--- src/rdf_defs.svh ---
// Constants for the submessage flag framer controller.
`ifndef RDF_DEFS_SVH
`define RDF_DEFS_SVH

// ****************************************
// Submessage identifiers
// ****************************************
`define RDF_ID_DATA 8'h15
`define RDF_ID_NOKEY_FRAG 8'h11

// ****************************************
// Flag octet and status octet bit positions
// ****************************************
`define RDF_FLG_E 0
`define RDF_FLG_Q 1
`define RDF_FLG_D 2
`define RDF_FLG_K 3
`define RDF_FLG_I 4
`define RDF_FLG_X_LO 5
`define RDF_ST_DISP 0
`define RDF_ST_UNREG 1

// ****************************************
// Element sizes in octets
// ****************************************
`define RDF_SZ_FIXED 16'h0010
`define RDF_SZ_KEYHASH 16'h0010
`define RDF_SZ_STATUS 16'h0004
`define RDF_LEN_HDR_DATA 4'h8
`define RDF_LEN_HDR_FRAG 4'h4
`define RDF_LEN_STATUS 4'h4
`define RDF_IDX_EXTRA_LO 4'h4
`define RDF_IDX_EXTRA_HI 4'h5
`define RDF_IDX_FLAGS 4'h1

// ****************************************
// Register byte addresses
// ****************************************
`define RDF_REG_CTRL 8'h00
`define RDF_REG_LEN 8'h04
`define RDF_REG_CMD 8'h08
`define RDF_REG_STAT 8'h0c
`define RDF_REG_IRQ_STAT 8'h10
`define RDF_REG_IRQ_CLR 8'h14
`define RDF_REG_IRQ_EN 8'h18

// ****************************************
// Register fields
// ****************************************
`define RDF_CTRL_E 0
`define RDF_CTRL_Q 1
`define RDF_CTRL_D 2
`define RDF_CTRL_K 3
`define RDF_CTRL_DISP 4
`define RDF_CTRL_UNREG 5
`define RDF_CTRL_KIND 6
`define RDF_CTRL_W 7
`define RDF_CMD_HDR 0
`define RDF_CMD_STATUS 1
`define RDF_IRQ_W 4
`define RDF_IRQ_DONE 0
`define RDF_IRQ_REFUSED 1
`define RDF_IRQ_RX_BAD 2
`define RDF_IRQ_RX_FRAME 3
`define RDF_CTRL_RST 7'h00
`define RDF_IRQ_RST 4'h0

`endif

--- src/rdf_pkg.sv ---
// Types shared by the submessage flag framer controller.
package rdf_pkg;
  typedef enum {RDF_IDLE, RDF_SEND} rdf_state_t;
  typedef enum logic [1:0] {RDF_PL_NONE, RDF_PL_DATA, RDF_PL_KEY, RDF_PL_BAD} rdf_payload_t;
endpackage

--- src/rdf_rx_if.sv ---
// Carrier between the controller and its receive flag decoder.
`timescale 1ns/100ps
interface rdf_rx_if;
  import rdf_pkg::*;
  logic valid;
  logic [7:0] id;
  logic [7:0] flags;
  logic st_valid;
  logic [7:0] st;
  logic endian;
  logic q;
  logic d;
  logic k;
  logic i;
  logic disposed;
  logic unreg;
  rdf_payload_t payload;
  logic bad;
  logic frame;
  modport dec (input valid, id, flags, st_valid, st,
               output endian, q, d, k, i, disposed, unreg, payload, bad, frame);
  modport mon (output valid, id, flags, st_valid, st,
               input endian, q, d, k, i, disposed, unreg, payload, bad, frame);
endinterface
--- src/rdf_flag_dec.sv ---
// Decoder for received submessage flag octets and status octets.
`timescale 1ns/100ps
`include "rdf_defs.svh"
module rdf_flag_dec
  import rdf_pkg::*;
(
  // Clock and reset
  input wire logic core_clk,
  input wire logic rst_n,
  // Received fields and decoded results
  rdf_rx_if.dec rx
);

  logic is_data;
  logic is_frag;
  logic dk_both;

  assign is_data = rx.valid && (rx.id == `RDF_ID_DATA);
  assign is_frag = rx.valid && (rx.id == `RDF_ID_NOKEY_FRAG);
  assign dk_both = rx.flags[`RDF_FLG_D] && rx.flags[`RDF_FLG_K];

  // ****************************************
  // Header flag decode
  // ****************************************
  // endianness bit.
  always_ff @(posedge core_clk or negedge rst_n) begin
    if (!rst_n) begin
      rx.endian <= 1'b0;
      rx.q <= 1'b0;
      rx.d <= 1'b0;
      rx.k <= 1'b0;
      rx.i <= 1'b0;
    end else if (is_data || is_frag) begin
      rx.endian <= rx.flags[`RDF_FLG_E];
      rx.q <= rx.flags[`RDF_FLG_Q];
      rx.d <= is_data && rx.flags[`RDF_FLG_D];
      rx.k <= is_data && rx.flags[`RDF_FLG_K];
      rx.i <= is_data && rx.flags[`RDF_FLG_I];
    end
  end

  always_ff @(posedge core_clk or negedge rst_n) begin
    if (!rst_n) begin
      rx.payload <= RDF_PL_NONE;
    end else if (is_data) begin
      unique case ({rx.flags[`RDF_FLG_D], rx.flags[`RDF_FLG_K]})
        2'b00: rx.payload <= RDF_PL_NONE;
        2'b10: rx.payload <= RDF_PL_DATA;
        2'b01: rx.payload <= RDF_PL_KEY;
        2'b11: rx.payload <= RDF_PL_BAD;
      endcase
    end else if (is_frag) begin
      rx.payload <= RDF_PL_NONE;
    end
  end

  always_ff @(posedge core_clk or negedge rst_n) begin
    if (!rst_n) begin
      rx.bad <= 1'b0;
      rx.frame <= 1'b0;
    end else begin
      // verdict held for software.
      // It stands until the next Data frame, so a later fragment cannot hide it.
      if (is_data) begin
        rx.bad <= dk_both;
      end
      rx.frame <= is_data || is_frag;
    end
  end

  always_ff @(posedge core_clk or negedge rst_n) begin
    if (!rst_n) begin
      rx.disposed <= 1'b0;
      rx.unreg <= 1'b0;
    end else if (rx.st_valid) begin
      rx.disposed <= rx.st[`RDF_ST_DISP];
      rx.unreg <= rx.st[`RDF_ST_UNREG];
    end
  end

  property p_rx_bad;
    @(posedge core_clk) disable iff (!rst_n)
      (rx.valid && rx.id == `RDF_ID_DATA && rx.flags[`RDF_FLG_D] && rx.flags[`RDF_FLG_K])
      |=> (rx.bad && rx.payload == RDF_PL_BAD);
  endproperty
  a_rx_bad: assert property (p_rx_bad) else $error("Invalid data plus key not flagged.");

  property p_rx_status;
    @(posedge core_clk) disable iff (!rst_n)
      rx.st_valid |=> (rx.disposed == $past(rx.st[`RDF_ST_DISP]) && rx.unreg == $past(rx.st[`RDF_ST_UNREG]));
  endproperty
  a_rx_status: assert property (p_rx_status) else $error("Status octet decoded wrongly.");

  property p_rx_flags;
    @(posedge core_clk) disable iff (!rst_n)
      (rx.valid && rx.id == `RDF_ID_DATA)
      |=> (rx.q == $past(rx.flags[`RDF_FLG_Q]) && rx.d == $past(rx.flags[`RDF_FLG_D])
           && rx.k == $past(rx.flags[`RDF_FLG_K]) && rx.i == $past(rx.flags[`RDF_FLG_I]));
  endproperty
  a_rx_flags: assert property (p_rx_flags) else $error("Data flags decoded wrongly.");

endmodule

--- src/rdf_host.sv ---
// Controller that frames submessage headers and status elements and decodes received flags.
`timescale 1ns/100ps
`include "rdf_defs.svh"

module rdf_host
  import rdf_pkg::*;
#(
  parameter int LEN_W = 16
)
(
  // Clock and reset
  input wire logic core_clk,
  input wire logic rst_n,
  // Register port
  input wire logic [7:0] addr,
  input wire logic [31:0] wdata,
  input wire logic wr,
  input wire logic rd,
  output logic [31:0] rdata,
  // Interrupt
  output logic irq,
  // Transmit octet stream
  output logic [7:0] tx_data,
  output logic tx_valid,
  output logic tx_last,
  input wire logic tx_ready,
  // Received submessage fields
  input wire logic rx_valid,
  input wire logic [7:0] rx_id,
  input wire logic [7:0] rx_flags,
  input wire logic rx_status_valid,
  input wire logic [7:0] rx_status
);

  // ****************************************
  // Helpers
  // ****************************************
  function automatic logic [15:0] fn_u16(input logic [15:0] v, input logic le);
    fn_u16 = le ? {v[7:0], v[15:8]} : v;
  endfunction

  function automatic logic [7:0] fn_flags(input logic [`RDF_CTRL_W-1:0] c);
    logic [7:0] f;
    f = 8'h00;
    f[`RDF_FLG_E] = c[`RDF_CTRL_E];
    f[`RDF_FLG_Q] = c[`RDF_CTRL_Q];
    if (!c[`RDF_CTRL_KIND]) begin
      f[`RDF_FLG_D] = c[`RDF_CTRL_D];
      f[`RDF_FLG_K] = c[`RDF_CTRL_K];
      f[`RDF_FLG_I] = c[`RDF_CTRL_DISP] | c[`RDF_CTRL_UNREG];
    end
    fn_flags = f;
  endfunction

  // ****************************************
  // Registers and state
  // ****************************************
  rdf_state_t state_ff;
  logic [`RDF_CTRL_W-1:0] ctrl_ff;
  logic [LEN_W-1:0] len_ff;
  logic [`RDF_IRQ_W-1:0] irq_stat_ff;
  logic [`RDF_IRQ_W-1:0] irq_en_ff;
  logic [`RDF_IRQ_W-1:0] nxt_irq_stat;
  logic irq_ff;
  logic [31:0] rdata_ff;
  logic [63:0] sh_ff;
  logic [3:0] cnt_ff;
  logic [3:0] idx_ff;
  logic tx_valid_ff;
  logic tx_last_ff;
  logic [7:0] cur_flags_ff;
  logic cur_data_ff;
  logic cur_status_ff;
  logic [15:0] otiq_ff;
  logic st_any_ff;
  logic rx_dat_ff;

  logic go_hdr;
  logic go_st;
  logic ctrl_dk;
  logic ctrl_st_any;
  logic hdr_refuse;
  logic st_refuse;
  logic take;
  logic done_ev;
  logic [7:0] flags_now;
  logic [15:0] otiq_now;
  logic [15:0] len16;

  rdf_rx_if rxb ();

  assign go_hdr = wr && (addr == `RDF_REG_CMD) && wdata[`RDF_CMD_HDR];
  assign go_st = wr && (addr == `RDF_REG_CMD) && wdata[`RDF_CMD_STATUS] && !wdata[`RDF_CMD_HDR];
  assign ctrl_dk = ctrl_ff[`RDF_CTRL_D] && ctrl_ff[`RDF_CTRL_K] && !ctrl_ff[`RDF_CTRL_KIND];
  assign ctrl_st_any = ctrl_ff[`RDF_CTRL_DISP] || ctrl_ff[`RDF_CTRL_UNREG];
  assign flags_now = fn_flags(ctrl_ff);
  assign len16 = 16'(len_ff);
  assign take = tx_valid_ff && tx_ready;
  assign done_ev = take && (cnt_ff == 4'h1);

  // refuse a header with both data and key.
  assign hdr_refuse = go_hdr && ((state_ff != RDF_IDLE) || ctrl_dk);
  // status element refused when all its bits are clear.
  assign st_refuse = go_st && ((state_ff != RDF_IDLE) || !ctrl_st_any || ctrl_ff[`RDF_CTRL_KIND]);

  // offset grows only by the elements present.
  assign otiq_now = `RDF_SZ_FIXED + (ctrl_ff[`RDF_CTRL_K] ? `RDF_SZ_KEYHASH : 16'h0000)
                  + (ctrl_st_any ? `RDF_SZ_STATUS : 16'h0000);

  // ****************************************
  // Software registers
  // ****************************************
  always_ff @(posedge core_clk or negedge rst_n) begin
    if (!rst_n) begin
      ctrl_ff <= `RDF_CTRL_RST;
      len_ff <= '0;
      irq_en_ff <= `RDF_IRQ_RST;
    end else if (wr) begin
      if (addr == `RDF_REG_CTRL) begin
        ctrl_ff <= wdata[`RDF_CTRL_W-1:0];
      end
      if (addr == `RDF_REG_LEN) begin
        len_ff <= wdata[LEN_W-1:0];
      end
      if (addr == `RDF_REG_IRQ_EN) begin
        irq_en_ff <= wdata[`RDF_IRQ_W-1:0];
      end
    end
  end

  always_ff @(posedge core_clk or negedge rst_n) begin
    if (!rst_n) begin
      rdata_ff <= 32'h0;
    end else if (rd) begin
      unique case (addr)
        `RDF_REG_CTRL: rdata_ff <= 32'(ctrl_ff);
        `RDF_REG_LEN: rdata_ff <= 32'(len_ff);
        `RDF_REG_STAT: rdata_ff <= {23'h0, rxb.bad, rxb.unreg, rxb.disposed, rxb.i, rxb.k,
                                    rxb.d, rxb.q, rxb.endian, (state_ff != RDF_IDLE)};
        `RDF_REG_IRQ_STAT: rdata_ff <= 32'(irq_stat_ff);
        `RDF_REG_IRQ_EN: rdata_ff <= 32'(irq_en_ff);
        default: rdata_ff <= 32'h0;
      endcase
    end else begin
      rdata_ff <= 32'h0;
    end
  end

  // ****************************************
  // Interrupts
  // ****************************************
  // A new event wins over a clear in the same cycle.
  always_comb begin
    nxt_irq_stat = irq_stat_ff;
    if (wr && (addr == `RDF_REG_IRQ_CLR)) begin
      nxt_irq_stat = irq_stat_ff & ~wdata[`RDF_IRQ_W-1:0];
    end
    if (done_ev) begin
      nxt_irq_stat[`RDF_IRQ_DONE] = 1'b1;
    end
    if (hdr_refuse || st_refuse) begin
      nxt_irq_stat[`RDF_IRQ_REFUSED] = 1'b1;
    end
    // received invalid combination raises an event.
    if (rxb.bad && rx_dat_ff) begin
      nxt_irq_stat[`RDF_IRQ_RX_BAD] = 1'b1;
    end
    if (rxb.frame) begin
      nxt_irq_stat[`RDF_IRQ_RX_FRAME] = 1'b1;
    end
  end

  // The decoded verdict is held, so the event fires only once, right after a Data frame.
  always_ff @(posedge core_clk or negedge rst_n) begin
    if (!rst_n) begin
      rx_dat_ff <= 1'b0;
    end else begin
      rx_dat_ff <= rx_valid && (rx_id == `RDF_ID_DATA);
    end
  end

  always_ff @(posedge core_clk or negedge rst_n) begin
    if (!rst_n) begin
      irq_stat_ff <= `RDF_IRQ_RST;
      irq_ff <= 1'b0;
    end else begin
      irq_stat_ff <= nxt_irq_stat;
      irq_ff <= |(nxt_irq_stat & irq_en_ff);
    end
  end

  // ****************************************
  // Transmit framer
  // ****************************************
  // Octets leave most significant first from one shift register, so the
  // framer needs no byte multiplexer; the price is 64 flip-flops.
  always_ff @(posedge core_clk or negedge rst_n) begin
    if (!rst_n) begin
      state_ff <= RDF_IDLE;
      sh_ff <= 64'h0;
      cnt_ff <= 4'h0;
      idx_ff <= 4'h0;
      tx_valid_ff <= 1'b0;
      tx_last_ff <= 1'b0;
    end else begin
      unique case (state_ff)
        RDF_IDLE: begin
          if (go_hdr && !hdr_refuse) begin
            state_ff <= RDF_SEND;
            tx_valid_ff <= 1'b1;
            idx_ff <= 4'h0;
            // multi-octet fields follow the endian bit.
            if (!ctrl_ff[`RDF_CTRL_KIND]) begin
              sh_ff <= {`RDF_ID_DATA, flags_now, fn_u16(len16, ctrl_ff[`RDF_CTRL_E]), 16'h0,
                        fn_u16(otiq_now, ctrl_ff[`RDF_CTRL_E])};
              cnt_ff <= `RDF_LEN_HDR_DATA;
            end else begin
              sh_ff <= {`RDF_ID_NOKEY_FRAG, flags_now, fn_u16(len16, ctrl_ff[`RDF_CTRL_E]), 32'h0};
              cnt_ff <= `RDF_LEN_HDR_FRAG;
            end
          end else if (go_st && !st_refuse) begin
            state_ff <= RDF_SEND;
            tx_valid_ff <= 1'b1;
            idx_ff <= 4'h0;
            // disposed bit placed in the status octet.
            // unregistered bit placed in the status octet.
            sh_ff <= {24'h0, 6'h0, ctrl_ff[`RDF_CTRL_UNREG], ctrl_ff[`RDF_CTRL_DISP], 32'h0};
            cnt_ff <= `RDF_LEN_STATUS;
          end
        end
        RDF_SEND: begin
          if (take) begin
            sh_ff <= {sh_ff[55:0], 8'h00};
            cnt_ff <= cnt_ff - 4'h1;
            idx_ff <= idx_ff + 4'h1;
            tx_last_ff <= (cnt_ff == 4'h2);
            if (cnt_ff == 4'h1) begin
              state_ff <= RDF_IDLE;
              tx_valid_ff <= 1'b0;
              tx_last_ff <= 1'b0;
            end
          end
        end
      endcase
    end
  end

  // Shadow of what the current frame was built from.
  always_ff @(posedge core_clk or negedge rst_n) begin
    if (!rst_n) begin
      cur_flags_ff <= 8'h00;
      cur_data_ff <= 1'b0;
      cur_status_ff <= 1'b0;
      otiq_ff <= 16'h0;
      st_any_ff <= 1'b0;
    end else if (state_ff == RDF_IDLE && ((go_hdr && !hdr_refuse) || (go_st && !st_refuse))) begin
      cur_flags_ff <= flags_now;
      cur_data_ff <= go_hdr && !ctrl_ff[`RDF_CTRL_KIND];
      cur_status_ff <= !go_hdr;
      otiq_ff <= otiq_now;
      st_any_ff <= ctrl_st_any;
    end
  end

  // ****************************************
  // Receive decoder
  // ****************************************
  assign rxb.valid = rx_valid;
  assign rxb.id = rx_id;
  assign rxb.flags = rx_flags;
  assign rxb.st_valid = rx_status_valid;
  assign rxb.st = rx_status;

  rdf_flag_dec u_dec (
    .core_clk(core_clk),
    .rst_n(rst_n),
    .rx(rxb.dec)
  );

  assign rdata = rdata_ff;
  assign irq = irq_ff;
  assign tx_data = sh_ff[63:56];
  assign tx_valid = tx_valid_ff;
  assign tx_last = tx_last_ff;

  // ****************************************
  // Checks
  // ****************************************
  property p_no_dk;
    @(posedge core_clk) disable iff (!rst_n)
      tx_valid_ff |-> !(cur_flags_ff[`RDF_FLG_D] && cur_flags_ff[`RDF_FLG_K]);
  endproperty
  a_no_dk: assert property (p_no_dk) else $error("Data and key sent together.");

  property p_refuse;
    @(posedge core_clk) disable iff (!rst_n)
      (go_hdr && state_ff == RDF_IDLE && ctrl_dk) |=> (state_ff == RDF_IDLE && irq_stat_ff[`RDF_IRQ_REFUSED]);
  endproperty
  a_refuse: assert property (p_refuse) else $error("Invalid header not refused.");

  property p_x_clear;
    @(posedge core_clk) disable iff (!rst_n)
      tx_valid_ff |-> (cur_flags_ff[7:`RDF_FLG_X_LO] == 3'h0);
  endproperty
  a_x_clear: assert property (p_x_clear) else $error("Unused flag bits set.");

  property p_frag_flags;
    @(posedge core_clk) disable iff (!rst_n)
      (tx_valid_ff && !cur_data_ff && !cur_status_ff) |-> (cur_flags_ff[7:`RDF_FLG_D] == 6'h00);
  endproperty
  a_frag_flags: assert property (p_frag_flags) else $error("Fragment header has extra flags.");

  property p_extra_zero;
    @(posedge core_clk) disable iff (!rst_n)
      (tx_valid_ff && cur_data_ff && (idx_ff == `RDF_IDX_EXTRA_LO || idx_ff == `RDF_IDX_EXTRA_HI))
      |-> (tx_data == 8'h00);
  endproperty
  a_extra_zero: assert property (p_extra_zero) else $error("Extra flags not zero.");

  property p_status_flag;
    @(posedge core_clk) disable iff (!rst_n)
      (tx_valid_ff && cur_data_ff) |-> (cur_flags_ff[`RDF_FLG_I] == st_any_ff);
  endproperty
  a_status_flag: assert property (p_status_flag) else $error("Status flag disagrees with status bits.");

  property p_flag_octet;
    @(posedge core_clk) disable iff (!rst_n)
      (tx_valid_ff && !cur_status_ff && idx_ff == `RDF_IDX_FLAGS) |-> (tx_data == cur_flags_ff);
  endproperty
  a_flag_octet: assert property (p_flag_octet) else $error("Flag octet wrong on the wire.");

  property p_otiq;
    @(posedge core_clk) disable iff (!rst_n)
      (tx_valid_ff && cur_data_ff) |-> (otiq_ff == `RDF_SZ_FIXED
        + (cur_flags_ff[`RDF_FLG_K] ? `RDF_SZ_KEYHASH : 16'h0000)
        + (cur_flags_ff[`RDF_FLG_I] ? `RDF_SZ_STATUS : 16'h0000));
  endproperty
  a_otiq: assert property (p_otiq) else $error("Inline QoS offset wrong.");

  property p_done;
    @(posedge core_clk) disable iff (!rst_n)
      (take && tx_last_ff) |=> (!tx_valid_ff && irq_stat_ff[`RDF_IRQ_DONE]);
  endproperty
  a_done: assert property (p_done) else $error("Frame end not reported.");

endmodule

--- config.mk ---
export PLATFORM = sky130hd
export DESIGN_NAME = rdf_host
export DESIGN_NICKNAME = d
export VERILOG_FILES = /design/src/rdf_pkg.sv /design/src/rdf_rx_if.sv /design/src/rdf_flag_dec.sv /design/src/rdf_host.sv
export VERILOG_INCLUDE_DIRS = /design/src /design/src/src
export SDC_FILE = /design/constraint.sdc
export NUM_CORES = 1
export LEC_CHECK = 0
export ABC_CLOCK_PERIOD_IN_PS = 1690
export BUFFER_PORTS_ARGS = -buffer_cell sky130_fd_sc_hd__buf_2
export CAP_MARGIN = 10
export CORE_ASPECT_RATIO = 1.25
export CORE_MARGIN = 2
export CORE_UTILIZATION = 25
export DETAILED_ROUTE_END_ITERATION = 10
export PLACE_DENSITY = 0.44
export SLEW_MARGIN = 40
export SYNTH_ARGS = -nofsm -noshare
export SYNTH_HDL_FRONTEND = slang
export SYNTH_SLANG_ARGS = --single-unit
--- constraint.sdc ---
create_clock -name core_clk -period 1.69 [get_ports core_clk]
set_input_delay 0.338 -clock core_clk [delete_from_list [all_inputs] [get_ports core_clk]]
set_output_delay 0.338 -clock core_clk [all_outputs]
set_load 0.03 [all_outputs]
==> impl_metrics.csv, run 1 <==
group,metric,value,unit
worst_hold_path,min_path_type,"in -> reg",
logic_synthesis,ys_top_cells_by_area,"dfrtp_1, mux2_2, nand2_1, buf_4, o21ai_0",
global_routing,grt_pass1_vias,4394,
setup_path,reg2reg_depth,6,
pwr,p_sw,1.84,mW
logic_synthesis,syn_area_per_cell,10.6,sq um
layout,area_growth,32.3,%
layout,multi_input_area,2460,sq um
sta,skew,0.00959,ns
floorplan,die_h,167,um
pwr,combPwrFrac,0.174,
sta,fmax,551,MHz
layout,diodes,0,
pwr,switching_share,0.292,
drt,dr_total_vias,4207,
setup_path,crit_arrival,2.05,ns
logic_synthesis,synthMostInstantiatedCell,"dfrtp_1",
logic_synthesis,yosysWarnings,0,
clock_network,clock_latency,0.36,ns
setup_path,cp_data_required_time,1.93,ns
setup_path,crit_path_end_kind,"flop",
clock_network,cts_root_buffer,"clkbuf_16",
drt,drc,0,
sta,slew_headroom,0.622,
global_routing,grt_overflow,0,
global_routing,grt_max_degree,42,
clock_network,cts-htree-levels,3,
layout,fin_nets,701,
drt,ant_nets,0,
outcome,violations,"negative setup slack",
layout,drive_gt1_frac,0.413,
floorplan,start_util,0.255,
drt,drt_iter0_markers,230,
clock_network,max-clock-path-buffers,2,
logic_synthesis,post_synth_num_cell_types,57,
sta,whs,0.171,ns
place,port_buffers,72,
pwr,power_frac_clock,0.324,
setup_path,start_kind,"flop",
logic_synthesis,syn-cell-area,5280,sq um
run,max_cap_violations,0,
global_routing,grt_pass1_wl,24000,um
sta,fin_crit_sh,1.07,
clock_network,cts_tree,"built",
logic_synthesis,synthTopCellsByCount,"dfrtp_1, nand2_1, mux2_2, o21ai_0, nor2_1",
logic_synthesis,synth_top_area_frac,0.512,
place,place.gp.congestion,0.768,
clock_network,clk_pin_slew_worst_paths,0.07,ns
sta,period_needed,1.82,ns
floorplan,core,20700,sq um
layout,fillers,2131,
layout,register_area,2700,sq um
pwr,sequentialPowerShare,0.502,
clock_network,cts_made_buffers,9,
drt,wl_per_cell,16.6,um
setup_path,cp_max_fo,5,
sta,drv_slew,0,
outcome,status,"finished with violations",
setup_path,crit_type,"reg -> reg",
pwr,intPower,4.46,mW
sta,worst_slack,-0.126,ns
pwr,leakage,3.34,nW
clock_network,cts_sinks,108,
sta,setup_viol,28,
pwr,peakVddDrop,0.439,mV
logic_synthesis,synthCells,499,
logic_synthesis,async_flop_share,1.00,
worst_hold_path,hold_depth,3,
drt,firstDrtPassIters,5,
floorplan,die_w,134,um
sta,rsz0062_at_grt,"yes",
floorplan,design.die.area,22300,sq um
sta,max_slew.worst_pin.slew,0.559,ns
place,dp_hpwl,10900,um
logic_synthesis,ys_seq_elements,108,
global_routing,antenna_found_initial,0,
floorplan,io_pins,114,
logic_synthesis,yosys.area.top_type,"dfrtp_1",
drt,drt-total-wl,15100,um
drt,via_per_inst,4.64,
sta,hold_viol_final,0,
global_routing,track_usage,0.138,
logic_synthesis,ys.flop_type,"dfrtp_1",
sta,setup_tns,-1.64,ns
floorplan,rows,59,
logic_synthesis,synth_edf_count,0,
logic_synthesis,ys_seq_area_frac,0.512,
pwr,power_density,902,nW/um^2
==> critical path, stage by stage, from the launching register on <==
cell and delay [ns]:
dfrtp_2 0.43, buf_12 0.14, buf_4 0.14, nor3_4 0.24, o22ai_2 0.13, a22o_1 0.26
a221o_1 0.35
==> flip-flops by register name (all words and copies together), names as in the netlist, 4 cells and up <==
register and flops:
sh_ff 44, ctrl_ff 7, irq_en_ff 4, rdata 16, irq_stat_ff 4, len16 16
cnt_ff 4
==> cell type report <==
| class | count | area share |
|---|---|---|
| Sequential cell | 108 | 0.387 |
| Multi-Input combinational cell | 333 | 0.352 |
| Clock inverter | 4 | 0.00466 |
| Tap cell | 274 | 0.0491 |
| Inverter | 21 | 0.0113 |
| Timing Repair Buffer | 154 | 0.160 |
| Clock buffer | 12 | 0.0353 |
==> power by group through the flow <==
| stage | clock network (mW) | logic, mW | registers, mW |
|---|---|---|---|
| 2_1_floorplan | 0 | 0.721 | 3.12 |
| 3_3_place_gp | 0 | 0.999 | 3.18 |
| 3_5_place_dp | 0 | 1.02 | 3.19 |
| 4_1_cts | 2.10 | 1.06 | 3.15 |
| 5_1_grt | 2.21 | 1.22 | 3.21 |
| 6_report | 2.04 | 1.10 | 3.16 |
==> cell usage in the layout, fill, tap and decap left out, types with 6 or more instances in the layout <==
cell type / n
a222oi_1: 11
buf_12: 7
dfrtp_1: 107
nand2_1: 53
nand3_1: 8
o21ai_2: 6
nor2_1: 23
nor3_1: 6
and2_1: 11
mux2_2: 46
clkbuf_16: 9
buf_6: 13
a21oi_1: 18
mux2i_1: 9
conb_1: 16
o21ai_0: 13
o21ai_1: 11
inv_1: 21
buf_4: 62
buf_2: 70
==> stage by stage <==
| stage | setup WS [ns] | cell area [sq um] | instances | util | power [mW] |
|---|---|---|---|---|---|
| after global placement | -0.299 | 6370 | 875 | 0.307 | 4.18 |
| after CTS | -0.0650 | 6830 | 901 | 0.329 | 6.31 |
| after floorplan | -0.236 | 5430 | 514 | - | 3.84 |
| after detailed placement | -0.306 | 6370 | 875 | 0.307 | 4.21 |
| after global routing | -0.219 | 6990 | 906 | 0.337 | 6.63 |
| final | -0.126 | 6990 | 906 | 0.337 | 6.30 |
==> path summary, 6_finish.rpt <==
path,startpoint,slack [ns],end
setup / recovery,state_ff[0],-0.13,irq
setup reg to reg,state_ff[0],-0.13,irq
hold reg to reg,u_dec.rx.frame,0.47,irq_stat_ff[3]
max in group asynchronous,rst_n,0.78,state_ff[0]
hold / removal,rx_flags[1],0.17,u_dec.rx.q
min in group asynchronous,rst_n,0.33,tx_last
==> kinds of logic (layout without fill, tap and decap cells) <==
logic type / Yosys count / in the layout / share of synthesized area
flip-flops: 108 / 108 / 0.512
AO/OA/AOI/OAI: 105 / 106 / 0.141
other: 1 / 16 / 0.000710
multiplexers: 56 / 56 / 0.117
AND/OR/NAND/NOR: 151 / 151 / 0.149
adder cells (fa/ha/maj): 3 / 3 / 0.00711
XOR/XNOR: 1 / 1 / 0.00166
buffers and inverters: 74 / 191 / 0.0722
==> per-layer routing <==
metal,vias up,wire length (um),track usage
li1,2011,-,-
met1,2099,6340,0.169
met2,78,7970,0.241
met3,19,414,0.0201
met4,0,341,0.0604
met5,-,0,0
==> repair_timing <==
action,in CTS,in global routing
resized for setup,21,37
setup buffers,8,4
cloned,1,1
endpoints found under the setup margin,27,51
hold buffers,1,0
pin swaps,5,7
hold endpoints to repair,11,0
No activity file was read; power rests on OpenSTA's default activity.
==> inputs of run 2 (changes only) <==
--- a/config.mk
+++ b/config.mk
@@ -17,4 +17,5 @@
 export SLEW_MARGIN = 40
 export SYNTH_ARGS = -nofsm -noshare
 export SYNTH_HDL_FRONTEND = slang
+export SYNTH_HIERARCHICAL = 1
 export SYNTH_SLANG_ARGS = --single-unit
==> run 2 against run 1 <==
Net effect: the run now ends clean; core utilization decreased by 0.79 points; critical path depth grew 1; critical endpoint is now sh_ff[43]; maximum frequency increased by 7.7%; combinational power is 120% higher; final cell count decreased by 5.5%; critical path type unchanged; count of clock-buffer cells in the layout down 1; area after synthesis decreased by 1.7%.
==> impl_metrics.csv, run 2 <==
group,metric,value,unit
sta,period_needed,1.69,ns
sta,hold_viol_final,0,
run,max_cap_violations,0,
clock_network,max-clock-path-buffers,2,
worst_hold_path,min_path_type,"in -> async",
place,port_buffers,72,
global_routing,track_usage,0.126,
logic_synthesis,synthCells,470,
pwr,peakVddDrop,0.498,mV
setup_path,crit_arrival,1.93,ns
layout,fin_util,0.329,
place,dp.cells,836,
floorplan,die_h,165,um
floorplan,die_w,133,um
sta,rsz0062_at_grt,"yes",
clock_network,cts_hold_buffers,0,
clock_network,clock_latency,0.36,ns
setup_path,reg2reg_depth,7,
clock_network,clk_pin_slew_worst_paths,0.07,ns
setup_path,start_kind,"flop",
drt,firstDrtPassIters,4,
drt,wl_per_cell,15.6,um
drt,dr_total_vias,3856,
global_routing,antenna_found_initial,1,
sta,fin_crit_sh,0.998,
pwr,power_density,1200,nW/um^2
layout,area_growth,28.2,%
place,postPlaceCellArea,6230,sq um
clock_network,cts_root_buffer,"clkbuf_16",
sta,worst_slack,0.00317,ns
floorplan,rows,58,
drt,via_per_inst,4.50,
logic_synthesis,syn-cell-area,5190,sq um
sta,setup_tns,0,ns
sta,setup_viol,0,
clock_network,cts-htree-levels,3,
logic_synthesis,syn_area_per_cell,11.1,sq um
layout,top_register,"sh_ff",
floorplan,core,20200,sq um
pwr,leakage,3.22,nW
clock_network,cts_sinks,108,
layout,largest_reg_flops,44,
global_routing,grt_pass1_wl,21200,um
setup_path,cp_max_fo,21,
global_routing,grt_overflow,0,
layout,fin_cells,856,
drt,drt-total-wl,13400,um
sta,drv_slew,0,
place,dpl_worst_slack,-0.325,ns
layout,layout_commonest_cell,"dfrtp_1",
layout,layout.cells.most_common_list,"dfrtp_1, buf_2, nor2_1",
layout,fillers,2069,
sta,slew_headroom,0.575,
setup_path,cp_data_required_time,1.94,ns
place,dp_hpwl,9710,um
drt,drc,0,
setup_path,crit_path_end_kind,"flop",
layout,drive_gt1_frac,0.373,
sta,fmax,593,MHz
clock_network,cts_made_buffers,9,
setup_path,crit_type,"reg -> reg",
logic_synthesis,yosysWarnings,6,
sta,max_slew.worst_pin.slew,0.638,ns
clock_network,cts_tree,"built",
layout,fin_nets,654,
floorplan,start_util,0.257,
drt,ant_nets,0,
sta,skew,0.00678,ns
place,place.gp.congestion,0.808,
drt,drt_iter0_markers,179,
floorplan,io_pins,114,
layout,stdcell_area,6660,sq um
global_routing,grt_pass1_vias,3914,
outcome,status,"finished clean",
floorplan,design.die.area,22000,sq um
global_routing,grt_max_degree,109,
run 2: metal layers:
metal  GRT usage  wire, um
met3      0.0195       393
met5           0         0
met2       0.218      6900
met4      0.0645       303
met1       0.153      5770
run 2: worst paths after layout:
kind                                   end  slack [ns]        from
max in group asynchronous       ctrl_ff[6]        1.15       rst_n
min in group core_clk            rx_dat_ff        0.15    rx_id[1]
worst max register to register   sh_ff[43]       0.003  ctrl_ff[6]
worst min-delay path             sh_ff[60]       0.008       rst_n
worst min register to register     tx_last        0.46     tx_last
worst max-delay path             sh_ff[43]       0.003  ctrl_ff[6]
run 2: critical path, cell delays in order, from the launching register on:
cell      delay [ns]
dfrtp_2         0.44
nor3b_2         0.21
a32oi_2         0.09
o31a_1          0.29
buf_12          0.17
buf_6           0.13
a221oi_2        0.17
nor2_1          0.07
run 2: what timing repair did:
action / CTS / global route
setup endpoints to repair: 30 / 45
pin swaps: 1 / 8
cloned: 0 / 0
setup buffers: 1 / 2
gates resized for setup: 11 / 14
run 2: cell type report:
class	instances	area (sq um)	share of cell area
Multi-Input combinational cell	314	2330	0.349
Clock inverter	5	43.8	0.00658
Inverter	13	51.3	0.00770
Tap cell	270	338	0.0507
Timing Repair Buffer	134	940	0.141
Clock buffer	11	253	0.0380
Antenna cell	1	2.50	0.000376
Sequential cell	108	2710	0.406
run 2: metrics by stage:
step | hold WS (ns) | power, mW
after global routing | 0.0633 | 8.51
final | 0.00829 | 8.02
after CTS | 0.0803 | 8.08
after global placement | 0.462 | 5.78
after detailed placement | 0.452 | 5.82
after floorplan | 0.0424 | 5.11
run 2: power breakdown:
part | switching [mW] | leakage, nW | total [mW] | internal, mW
logic | 1.34 | 1.68 | 2.37 | 1.03
registers | 0.387 | 1.40 | 3.53 | 3.14
clock network | 1.02 | 0.140 | 2.12 | 1.10
